--- src/rtl/adc_serial_pkg.sv ---
// Package with constants, types and the operation list for the serial read and config port.
// Operation
// - Result shifts out most significant bit first.
// - Format select picks binary or twos complement.
// - Master mode keeps bit valid both edges.
// - Slave updates on edge chosen by invert.
// - Clock source select sets clock pin direction.
// - Frame marker driven only in master mode.
// - Polarity low: marker high while data valid.
// - Polarity high: marker low while data valid.
// - Slave unfinished read at completion pulses error.
// - Software source uses serial configuration register.
// - Hardware source uses dedicated input pins.
// - Configuration bits captured on host clock.
// - Config clock edge chosen by invert input.
// - Parallel mode drives bits 7..12 on pins.
// - Source low master, high slave.
// - Chip select gates external clock in slave.
// - Config port accepts only while selected.
package adc_serial_pkg;
    // ************************************************************
    // Widths and timing.
    // ************************************************************
    localparam int RESULT_W = 14;
    localparam int CFG_W = 8;
    localparam int CLK_PERIOD_NS = 10;
    localparam int MCLK_HALF_NS = 40;
    localparam int MCLK_HALF_CYC = (MCLK_HALF_NS + CLK_PERIOD_NS - 1) / CLK_PERIOD_NS;
    localparam int ERR_PULSE_CYC = 1;
    localparam logic [CFG_W-1:0] CFG_RESET = 8'h00;
    localparam int SHARED_LO = 7;
    localparam int SHARED_HI = 12;
    localparam logic [3:0] STAT_ERR = 4'h1;
    localparam logic [3:0] STAT_DONE = 4'h2;
    localparam logic [3:0] STAT_CFG = 4'h4;
    localparam logic [3:0] STAT_RESET = 4'h0;
    localparam logic [3:0] MASK_RESET = 4'h0;
    localparam logic [1:0] ADDR_STAT = 2'h0;
    localparam logic [1:0] ADDR_MASK = 2'h1;
    localparam logic [1:0] ADDR_CFG = 2'h2;
    localparam logic [1:0] ADDR_MODE = 2'h3;
    localparam int B_BIPOLAR = 0;
    localparam int B_TEN = 1;
    localparam int B_PDOWN = 2;

    // ************************************************************
    // Types.
    // ************************************************************
    typedef struct packed {
        logic interfaceSelect;
        logic clockSourceSelect;
        logic clockEdgeInvert;
        logic frameMarkerPolarity;
        logic configSourceSelect;
        logic outputFormatSelect;
    } mode_pins_t;

    typedef struct packed {
        logic bipolar;
        logic tenVolt;
        logic powerDown;
    } range_pins_t;

    typedef enum logic [1:0] {ST_IDLE, ST_SHIFT, ST_DONE} shift_state_t;
endpackage

--- src/rtl/adc_serial_port.sv ---
// Serial result shifter, frame marker, read error flag and serial configuration port.
`timescale 1ns/1ps
module adc_serial_port #(
    parameter int RES_W = adc_serial_pkg::RESULT_W,
    parameter int CFG_BITS = adc_serial_pkg::CFG_W
) (
    // Clock and reset.
    input wire logic sys_clk,
    input wire logic sys_rst,
    // Static mode pins, asynchronous.
    input adc_serial_pkg::mode_pins_t modePins,
    input adc_serial_pkg::range_pins_t hwRangePins,
    // Conversion engine side, same clock.
    input wire logic convDone,
    input wire logic [RES_W-1:0] convResult,
    input wire logic readStart,
    // Chip select, active low, asynchronous.
    input wire logic chipSel_n,
    // Result clock pin split into in, out, enable.
    input wire logic resultShiftClockIn,
    output logic resultShiftClockOut,
    output logic resultShiftClockOe,
    // Serial result and frame.
    output logic serialResultOut,
    output logic frameMarker,
    output logic frameMarkerOe,
    output logic readErrorFlag,
    // Parallel pins covering bits 7..12.
    output logic [5:0] parallelShared,
    // Configuration port, asynchronous.
    input wire logic configSerialIn,
    input wire logic configShiftClock,
    input wire logic configPortSelect_n,
    // Effective settings.
    output adc_serial_pkg::range_pins_t activeRange,
    // Register port.
    input wire logic [1:0] regAddr,
    input wire logic [7:0] regWdata,
    input wire logic regWr,
    input wire logic regRd,
    output logic [7:0] regRdata,
    output logic irq
);
    import adc_serial_pkg::*;

    // ************************************************************
    // Input synchronisers: two flops before any logic reads them.
    // ************************************************************
    logic [9:0] syncA_r, syncB_r;
    always_ff @(posedge sys_clk) begin
        syncA_r <= {modePins, chipSel_n, resultShiftClockIn, configSerialIn, configShiftClock};
        syncB_r <= syncA_r;
    end
    mode_pins_t mode;
    logic csN, extClk, cfgIn, cfgClk;
    assign {mode, csN, extClk, cfgIn, cfgClk} = syncB_r;
    logic cfgSelA_r, cfgSelN_r;
    always_ff @(posedge sys_clk) begin
        cfgSelA_r <= configPortSelect_n;
        cfgSelN_r <= cfgSelA_r;
    end
    // Range straps rarely move, but a strap flipped in use must not reach logic metastable.
    range_pins_t hwRangeA_r, hwRange_r;
    always_ff @(posedge sys_clk) begin
        hwRangeA_r <= hwRangePins;
        hwRange_r <= hwRangeA_r;
    end

    // Edge detectors on synchronised clocks.
    logic extClkD_r, cfgClkD_r;
    always_ff @(posedge sys_clk) begin
        extClkD_r <= extClk;
        cfgClkD_r <= cfgClk;
    end

    logic serialMode, masterMode, slaveMode;
    assign serialMode = mode.interfaceSelect;
    assign masterMode = serialMode && !mode.clockSourceSelect;
    assign slaveMode = serialMode && mode.clockSourceSelect;

    // Chosen active edge of an external clock, gated by chip select in slave mode.
    function automatic logic activeEdge(input logic now, input logic prev, input logic inv);
        activeEdge = inv ? (prev && !now) : (!prev && now);
    endfunction
    logic slaveEdge;
    assign slaveEdge = slaveMode && !csN && activeEdge(extClk, extClkD_r, mode.clockEdgeInvert);

    // ************************************************************
    // Master clock generator.
    // ************************************************************
    logic [7:0] divCnt_r;
    logic mClk_r;
    logic mTick;
    shift_state_t state_r;
    assign mTick = (divCnt_r == 8'(MCLK_HALF_CYC - 1));
    // The master clock runs only while a frame shifts so the host sees no stray edges.
    always_ff @(posedge sys_clk) begin
        if (sys_rst || state_r != ST_SHIFT || !masterMode) begin
            divCnt_r <= 8'h00;
            mClk_r <= 1'b0;
        end else if (mTick) begin
            divCnt_r <= 8'h00;
            mClk_r <= !mClk_r;
        end else begin
            divCnt_r <= divCnt_r + 8'h01;
        end
    end
    // Data changes only on the falling master edge, so it is stable across both edges.
    logic mShift;
    assign mShift = masterMode && mTick && mClk_r;

    // ************************************************************
    // Result shifter.
    // ************************************************************
    logic [RES_W-1:0] shift_r;
    logic [5:0] bitCnt_r;
    logic shiftEv, errPulse;
    assign shiftEv = mShift || slaveEdge;
    // A finished conversion that lands mid-read drops the read only in slave mode, which also flags it.
    assign errPulse = convDone && slaveMode && (state_r == ST_SHIFT);
    logic [RES_W-1:0] fmtResult;
    // Format select high gives offset binary, low flips the MSB for twos complement.
    assign fmtResult = mode.outputFormatSelect ? convResult
        : {~convResult[RES_W-1], convResult[RES_W-2:0]};
    logic [RES_W-1:0] latched_r;
    always_ff @(posedge sys_clk) begin
        if (sys_rst) begin
            latched_r <= '0;
        end else if (convDone) begin
            latched_r <= fmtResult;
        end
    end
    always_ff @(posedge sys_clk) begin
        if (sys_rst) begin
            state_r <= ST_IDLE;
            shift_r <= '0;
            bitCnt_r <= 6'h00;
        end else if (errPulse) begin
            state_r <= ST_IDLE;
            bitCnt_r <= 6'h00;
        end else begin
            case (state_r)
                ST_IDLE: begin
                    if (readStart && serialMode) begin
                        state_r <= ST_SHIFT;
                        shift_r <= latched_r;
                        bitCnt_r <= 6'h00;
                    end
                end
                ST_SHIFT: begin
                    if (shiftEv) begin
                        shift_r <= {shift_r[RES_W-2:0], 1'b0};
                        bitCnt_r <= bitCnt_r + 6'h01;
                        if (bitCnt_r == 6'(RES_W - 1)) begin
                            state_r <= ST_DONE;
                        end
                    end
                end
                ST_DONE: state_r <= ST_IDLE;
                default: state_r <= ST_IDLE;
            endcase
        end
    end

    // ************************************************************
    // Pin outputs.
    // ************************************************************
    logic frameActive;
    assign frameActive = (state_r == ST_SHIFT);
    always_ff @(posedge sys_clk) begin
        if (sys_rst) begin
            serialResultOut <= 1'b0;
            frameMarker <= 1'b0;
            readErrorFlag <= 1'b0;
        end else begin
            serialResultOut <= shift_r[RES_W-1];
            frameMarker <= frameActive ^ mode.frameMarkerPolarity;
            readErrorFlag <= errPulse;
        end
    end
    assign frameMarkerOe = masterMode;
    assign resultShiftClockOe = masterMode;
    assign resultShiftClockOut = mClk_r;
    // Shared pins are registered so the parallel bits never glitch on a mode change.
    always_ff @(posedge sys_clk) begin
        if (sys_rst || serialMode) begin
            parallelShared <= 6'h00;
        end else begin
            parallelShared <= latched_r[SHARED_HI:SHARED_LO];
        end
    end

    // ************************************************************
    // Configuration port.
    // ************************************************************
    logic [CFG_BITS-1:0] cfgShift_r, cfgReg_r;
    logic [3:0] cfgCnt_r;
    logic cfgEdge, cfgLoad, swMode;
    assign swMode = serialMode && !mode.configSourceSelect;
    assign cfgEdge = swMode && !cfgSelN_r
        && activeEdge(cfgClk, cfgClkD_r, mode.clockEdgeInvert);
    assign cfgLoad = cfgEdge && (cfgCnt_r == 4'(CFG_BITS - 1));
    logic regCfgWr;
    assign regCfgWr = regWr && regAddr == ADDR_CFG;
    always_ff @(posedge sys_clk) begin
        if (sys_rst || cfgSelN_r) begin
            cfgCnt_r <= 4'h0;
            cfgShift_r <= '0;
        end else if (cfgEdge) begin
            cfgShift_r <= {cfgShift_r[CFG_BITS-2:0], cfgIn};
            cfgCnt_r <= cfgLoad ? 4'h0 : cfgCnt_r + 4'h1;
        end
    end
    always_ff @(posedge sys_clk) begin
        if (sys_rst) begin
            cfgReg_r <= CFG_RESET;
        end else if (cfgLoad) begin
            cfgReg_r <= {cfgShift_r[CFG_BITS-2:0], cfgIn};
        end else if (regCfgWr) begin
            cfgReg_r <= CFG_BITS'(regWdata);
        end
    end
    // Effective range picks synchronised straps or the configuration register.
    range_pins_t activeRange_nxt;
    always_comb begin
        if (mode.configSourceSelect || !serialMode) begin
            activeRange_nxt = hwRange_r;
        end else begin
            activeRange_nxt.bipolar = cfgReg_r[B_BIPOLAR];
            activeRange_nxt.tenVolt = cfgReg_r[B_TEN];
            activeRange_nxt.powerDown = cfgReg_r[B_PDOWN];
        end
    end
    // The range leaves on a flop, costing one cycle after a source or strap change.
    always_ff @(posedge sys_clk) begin
        if (sys_rst) begin
            activeRange <= '0;
        end else begin
            activeRange <= activeRange_nxt;
        end
    end

    // ************************************************************
    // Interrupt status, mask and register reads.
    // ************************************************************
    logic [3:0] stat_r, mask_r, evt;
    assign evt = (errPulse ? STAT_ERR : 4'h0) | (state_r == ST_DONE ? STAT_DONE : 4'h0)
        | (cfgLoad ? STAT_CFG : 4'h0);
    // A new event in the cycle of the clearing read survives.
    always_ff @(posedge sys_clk) begin
        if (sys_rst) begin
            stat_r <= STAT_RESET;
        end else if (regRd && regAddr == ADDR_STAT) begin
            stat_r <= evt;
        end else begin
            stat_r <= stat_r | evt;
        end
    end
    always_ff @(posedge sys_clk) begin
        if (sys_rst) begin
            mask_r <= MASK_RESET;
        end else if (regWr && regAddr == ADDR_MASK) begin
            mask_r <= regWdata[3:0];
        end
    end
    always_ff @(posedge sys_clk) begin
        if (sys_rst) begin
            regRdata <= 8'h00;
        end else if (regRd) begin
            case (regAddr)
                ADDR_STAT: regRdata <= {4'h0, stat_r};
                ADDR_MASK: regRdata <= {4'h0, mask_r};
                ADDR_CFG: regRdata <= 8'(cfgReg_r);
                ADDR_MODE: regRdata <= {2'h0, mode};
                default: regRdata <= 8'h00;
            endcase
        end else begin
            regRdata <= 8'h00;
        end
    end
    assign irq = |(stat_r & mask_r);
endmodule // adc_serial_port

--- config.mk ---
export PLATFORM = sky130hd
export DESIGN_NAME = adc_serial_port
export DESIGN_NICKNAME = d
export VERILOG_FILES = /design/src/rtl/adc_serial_pkg.sv /design/src/rtl/adc_serial_port.sv
export SDC_FILE = /design/constraint.sdc
export NUM_CORES = 1
export LEC_CHECK = 0
export ABC_AREA = 1
export BUFFER_PORTS_ARGS = -buffer_cell sky130_fd_sc_hd__buf_2
export CAP_MARGIN = 20
export CELL_PAD_IN_SITES_DETAIL_PLACEMENT = 1
export CELL_PAD_IN_SITES_GLOBAL_PLACEMENT = 1
export CORE_MARGIN = 5
export CORE_UTILIZATION = 45
export DETAILED_ROUTE_END_ITERATION = 12
export PLACE_DENSITY = 0.95
export REMOVE_ABC_BUFFERS = 1
export SETUP_SLACK_MARGIN = 0.15
export SLEW_MARGIN = 20
export SYNTH_ARGS = -nofsm -noshare
export SYNTH_HDL_FRONTEND = slang
export SYNTH_SLANG_ARGS = --single-unit
--- constraint.sdc ---
create_clock -name sys_clk -period 3.08 [get_ports sys_clk]
set_input_delay 0.308 -clock sys_clk [delete_from_list [all_inputs] [get_ports sys_clk]]
set_output_delay 0.308 -clock sys_clk [all_outputs]
set_load 0.005 [all_outputs]
==> run_results.csv, run 1 <==
group,metric,value,unit
synth,synth_area_leaders,"dfxtp_1 (50%), nand2_1 (9.6%), inv_1 (6.8%)",
cts,path_clk_slew,70,ps
synth,synth_cell_types,36,
drt,vias,4564,
sta,fin_crit,2130,ps
critical_path,reg2reg_from,"syncB_r[9]",
critical_path,crit_fanout,23,
sta,setup_viol,0,
critical_path,criticalPathCategory,"flop to flop",
drt,drc,0,
global_routing,grt_overflow,0,
cells_and_area,seq_area,0.00242,sq mm
synth,synthArstFlopShare,0,
cells_and_area,diodes,0,
cells_and_area,fin_nets,766,
synth,seq_area_frac_synth,0.496,
sta,hold_viol,0,
synth,synth_edf_count,0,
drt,ant_nets,0,
cts,cts_root_buf,"clkbuf_8",
drt,routed.top_layer,"met4",
placed_design,gp_congestion,0.813,
global_routing,grt_pass1_wl,25400,microns
global_routing,grt_pass1_vias,5000,
synth,synth.most_common_cell,"nand2_1",
synth,synthCells,635,
cells_and_area,area_delta_synth_final,22.0,%
cts,cts_setup_buffers,0,
critical_path,critPathCaptureType,"flop",
sta,relSlewSlack,0.418,
synth,yosysTopAreaCellShare,0.496,
synth,avgSynthCellArea,7.69,sq um
power,p_leak,2.70,nW
cts,cts_tree,"yes",
power,power,3.91,mW
sta,tightestPinTransition,873,ps
sta,fin_tns_setup,0,ps
placed_design,dp_hpwl,9400,microns
worst_hold_path,hold_class,"primary input to flop",
cells_and_area,nFillCells,1331,
synth,synth.cell_area,0.00488,sq mm
critical_path,required,3510,ps
cts,clkLatencyLatePin,540,ps
power,ir_drop,0.000387,V
global_routing,antenna_found_initial,0,
die,core.rowCount,38,
flow_run,maxCapViolCount,0,
power,powerDensity,657,mW/mm^2
drt,wirelength,16000,microns
global_routing,grt_use_total,0.255,
critical_path,crit_path_start_kind,"flop",
sta,finalCritPeriodShare,0.693,
synth,ys.flop_type,"dfxtp_1",
synth,yosys-top-cells-count,"nand2_1 (125), dfxtp_1 (121), inv_1 (89)",
critical_path,rrSetupSlack,950,ps
sta,fmax,0.469,GHz
sta,rsz0062_at_grt,"no",
cts,htree_levels,4,
drt,route.met3.wl,713,microns
die,fp.dieH,114,microns
drt,via_per_inst,5.24,
synth,ys_ff_latch,121,
critical_path,crit_path_start,"syncB_r[9]",
drt,wl_per_cell,18.3,microns
drt,first_pass_iters,4,
sta,slew_violations,0,
global_routing,grt_max_degree,33,
die,initial_utilization,0.455,
drt,dr_wl_met2,7930,microns
cells_and_area,multi_input_area,0.00193,sq mm
cts,cts_made_buffers,17,
critical_path,crit_arrival,2560,ps
placed_design,io_buffers,67,
cts,clkSinkCount,121,
drt,drt_iter0_markers,259,
synth,yosysTopAreaCell,"dfxtp_1",
sta,skew,10.7,ps
cts,clk_path_buf_depth,2,
run_status,outcome,"finished clean",
cells_and_area,drive_above_1_share,0.207,
die,dieArea,0.0130,sq mm
synth,yosys_warnings,0,
worst_hold_path,worstHoldStart,"convResult[1]",
drt,met1_length,6430,microns
die,die_w,114,microns
die,ios,68,
die,coreArea,0.0107,sq mm
placed cells by master (no fill, tap or decap), types with 2 or more instances in the layout:
master         synthesis  final
nand2_1              125    125
dfxtp_1              121    121
inv_1                 89     89
nor2_1                73     73
buf_2                  8     67
a21oi_1               34     34
nand3_1               31     31
o21ai_0               31     31
nand4_1               23     23
clkbuf_16              0     16
dlygate4sd3_1          0     15
inv_2                 14     14
nor2_2                14     14
nand2_2               12     12
o21ai_1               11     11
clkinv_2               0      5
nand3b_1               4      4
nor3_1                 4      4
ha_1                   4      4
clkinvlp_4             0      4
o211ai_1               3      3
nor3b_2                3      3
buf_4                  1      3
xnor2_1                2      2
nor2_4                 2      2
xor2_1                 2      2
a41oi_1                2      2
clkbuf_8               0      2
clkinv_4               0      2
clkbuf_1               6      2
layout make-up:
cell class	count	area share
timing repair buffer	85	0.0852
sequential	121	0.406
multi-input combinational	389	0.323
inverter	104	0.0655
tap	140	0.0294
clock buffer	20	0.0731
clock inverter	12	0.0172
routing by layer:
layer,up-vias,global-route usage
met2,161,0.431
met1,2160,0.289
met3,73,0.0571
met4,0,0.165
li1,2170,-
met5,-,0
worst max-delay path, cell delays in order (launching register included):
cell and delay (ps):
dfxtp_1 430, inv_2 120, nor2_4 150, nand2_1 110, nor2_4 420, nand2_1 350, nand3_1 190, nand3_1 100
nand2_1 80, inv_1 90
power breakdown:
| group | internal, mW | leakage, nW | switching (mW) |
|---|---|---|---|
| Sequential | 1.64 | 0.996 | 0.0447 |
| Combinational | 0.129 | 1.45 | 0.255 |
| Clock | 1.08 | 0.256 | 0.761 |
metrics by stage:
| stage | std cells | util | cell area [sq um] | setup WS (ps) | hold WS (ps) |
|---|---|---|---|---|---|
| detailed placement | 824 | 0.491 | 5270 | 1080 | 316 |
| finish | 871 | 0.555 | 5960 | 947 | 45.3 |
| floorplan | 614 | - | 4740 | 681 | 310 |
| global placement | 824 | 0.491 | 5270 | 1230 | 312 |
| CTS | 871 | 0.555 | 5960 | 982 | 0.0478 |
| global route | 871 | 0.555 | 5960 | 807 | 56.8 |
timing repair:
item | in CTS | in global routing
endpoints found under the hold margin | 15 | 0
hold buffers | 15 | 0
gates resized for setup | 0 | 0
cells by family (layout without fill, tap and decap cells):
logic type	count (synthesis)	after routing	share of synthesized area
simple gates	296	296	0.283
compound gates	85	85	0.0940
buf+inv	125	221	0.110
fa+ha+maj	4	4	0.0102
xor+xnor	4	4	0.00717
flops	121	121	0.496
flip-flops by register name, indices dropped and copies added (netlist names), 3 cells and up:
name	count
activeRange	3
mask_r	4
latched_r	14
shift_r	14
parallelShared	6
regRdata	8
divCnt_r	8
cfgCnt_r	4
bitCnt_r	6
hwRange_r	3
syncB_r	10
hwRangeA_r	3
cfgShift_r	7
stat_r	3
syncA_r	10
cfgReg_r	8
final timing paths:
check	to	cells past startpoint
worst max-delay path	cfgReg_r[0]	9
worst min-delay path	latched_r[1]	3
worst max register to register	cfgReg_r[0]	9
worst min register to register	syncB_r[4]	0
Power figures use the tool's default switching activity.
==> run 2: changes to the inputs <==
- CORE_UTILIZATION: 45 -> 42
- PLACE_DENSITY: 0.95 -> 0.9
- clock period: 3.08 -> 2.07 ns (I/O delays scaled with it)
==> run 2 against run 1 <==
  * Worst hold slack worse by 40 ps
  * Cell area is 2.7% higher
  * Sequential cell count stayed put
  * Register-to-register slack worse by 640 ps
  * Clock skew hardly changed
  * First-iteration DRC count is 1.5% higher
  * Core utilization is 1.9 points lower
  * Sequential share of layout area is 1.1 points lower
  * Final cell count is 1.3% higher
  * Critical path depth stayed put
==> run_results.csv, run 2 (same netlist as run 1, synthesis figures left out) <==
group,metric,value,unit
run_status,outcome,"finished clean",
power,switching_power,1.44,mW
critical_path,crit_path_start,"syncB_r[9]",
cells_and_area,layout_commonest_cell,"nand2_1",
power,p_clk_frac,0.498,
cells_and_area,reg.largest.list,"latched_r: 14 flops, shift_r: 14 flops",
die,ios,68,
critical_path,crit_path_start_kind,"flop",
worst_hold_path,worstHoldStart,"convResult[2]",
placed_design,gp_congestion,0.812,
sta,finalCritPeriodShare,0.852,
cells_and_area,nFillCells,1425,
critical_path,crit_fanout,11,
drt,drc,0,
sta,slew_violations,0,
drt,vias,4467,
drt,met1_length,6000,microns
critical_path,critPathCaptureType,"flop",
cts,cts_tree,"yes",
cells_and_area,fin_nets,775,
die,core.rowCount,39,
drt,via_per_inst,5.06,
drt,drt_iter0_markers,263,
cells_and_area,mostFrequentLayoutCells,"nand2_1 (124), dfxtp_1 (121), inv_1 (89)",
die,dieArea,0.0139,sq mm
sta,rsz0062_at_grt,"no",
power,p_leak,2.80,nW
drt,routed.top_layer,"met4",
critical_path,crit_arrival,2090,ps
cells_and_area,diodes,0,
global_routing,grt_pass1_wl,22800,microns
power,ir_drop,0.000658,V
cells_and_area,drive_above_1_share,0.218,
placed_design,dpl-instance-area,0.00533,sq mm
power,intPower,4.65,mW
cts,clk_path_buf_depth,2,
global_routing,antenna_found_initial,0,
drt,route.met3.wl,651,microns
die,initial_utilization,0.428,
flow_run,maxCapViolCount,0,
power,power_frac_comb,0.092,
placed_design,place_inst,832,
die,coreArea,0.0114,sq mm
power,powerDensity,996,mW/mm^2
power,sw_frac_of_total,0.237,
placed_design,io_buffers,67,
drt,wl_per_cell,16.0,microns
sta,hold_viol,0,
sta,tightestPinTransition,580,ps
drt,dr_wl_met2,7030,microns
sta,skew,10.8,ps
critical_path,required,2390,ps
sta,setup_viol,0,
cts,clkLatencyLatePin,430,ps
cts,cts_made_buffers,17,
sta,fmax,0.567,GHz
drt,wirelength,14100,microns
cts,htree_levels,4,
die,die_w,118,microns
global_routing,grt_pass1_vias,4696,
worst_hold_path,hold_class,"primary input to flop",
cts,clkSinkCount,121,
die,fp.dieH,118,microns
cells_and_area,final_util,0.536,
cells_and_area,final_design_area_no_fill,0.00612,sq mm
power,seqPwrFrac,0.410,
placed_design,dp_hpwl,9420,microns
cells_and_area,area_delta_synth_final,25.3,%
global_routing,grt_max_degree,36,
power,power,6.10,mW
global_routing,grt_overflow,0,
drt,first_pass_iters,4,
global_routing,grt_use_total,0.204,
cells_and_area,fin_cells,882,
critical_path,criticalPathCategory,"flop to flop",
cts,cts_root_buf,"clkbuf_16",
sta,fin_crit,1760,ps
critical_path,reg2reg_from,"syncB_r[9]",
drt,ant_nets,0,
sta,relSlewSlack,0.612,
cts,path_clk_slew,60,ps
run 2: cell types whose count changed in the layout (fill, tap and decap cells not counted), sizes merged:
cell / change
nand3: +1
bufinv: +2
clkinvlp: -3
clkinv: -3
clkbuf: +3
buf: +9
dlygate4sd3: -1
run 2: power groups by stage:
| stage | clock (mW) | combinational (mW) | sequential [mW] |
|---|---|---|---|
| floorplan | 0 | 0.334 | 2.53 |
| global placement | 0 | 0.484 | 2.54 |
| detailed placement | 0 | 0.518 | 2.54 |
| CTS | 3.05 | 0.553 | 2.50 |
| global route | 3.18 | 0.633 | 2.51 |
| finish | 3.04 | 0.560 | 2.50 |
run 2: critical path: stages, from the launching register on:
cell and delay (ps):
dfxtp_1 410, inv_2 130, nor2_4 140, nand2_1 110, nor2_4 250, nand2_1 270
nand3_1 140, nand3_1 90, nand2_1 60, inv_1 50
run 2: what timing repair did:
| action | in CTS | in global routing |
|---|---|---|
| hold endpoints to repair | 14 | 0 |
| hold buffers | 14 | 0 |
| buffers inserted | 0 | 4 |
| gates resized for setup | 0 | 2 |
| setup endpoints to repair | 0 | 21 |
run 2: metal layers:
metal,vias to the layer above,GRT usage
li1,2184,-
met1,2121,0.238
met2,125,0.344
met3,37,0.0610
met4,0,0.0918
met5,-,0
run 2: worst paths after layout:
check | to | slack [ps] | cells past startpoint
worst min register to register | syncB_r[1] | 320 | 0
worst max register to register | cfgReg_r[0] | 310 | 9
worst max-delay path | cfgReg_r[0] | 310 | 9
worst min-delay path | latched_r[2] | 5 | 3
run 2: final cells by class:
class | instances | area [sq um] | area share
Clock buffer | 23 | 488 | 0.0797
Clock inverter | 8 | 118 | 0.0192
Inverter | 104 | 390 | 0.0638
Multi-Input combinational cell | 390 | 1950 | 0.318
Sequential cell | 121 | 2420 | 0.396
Tap cell | 143 | 179 | 0.0292
Timing Repair Buffer | 93 | 578 | 0.0944
run 2: through the flow:
step | hold slack (ps) | setup slack, ps | TNS [ps]
after CTS | 5.92 | 232 | 0
after global routing | 16.3 | 130 | 0
after detailed placement | 311 | 274 | 0
after global placement | 311 | 359 | 0
final | 5.28 | 307 | 0
after floorplan | 235 | -329 | -5410
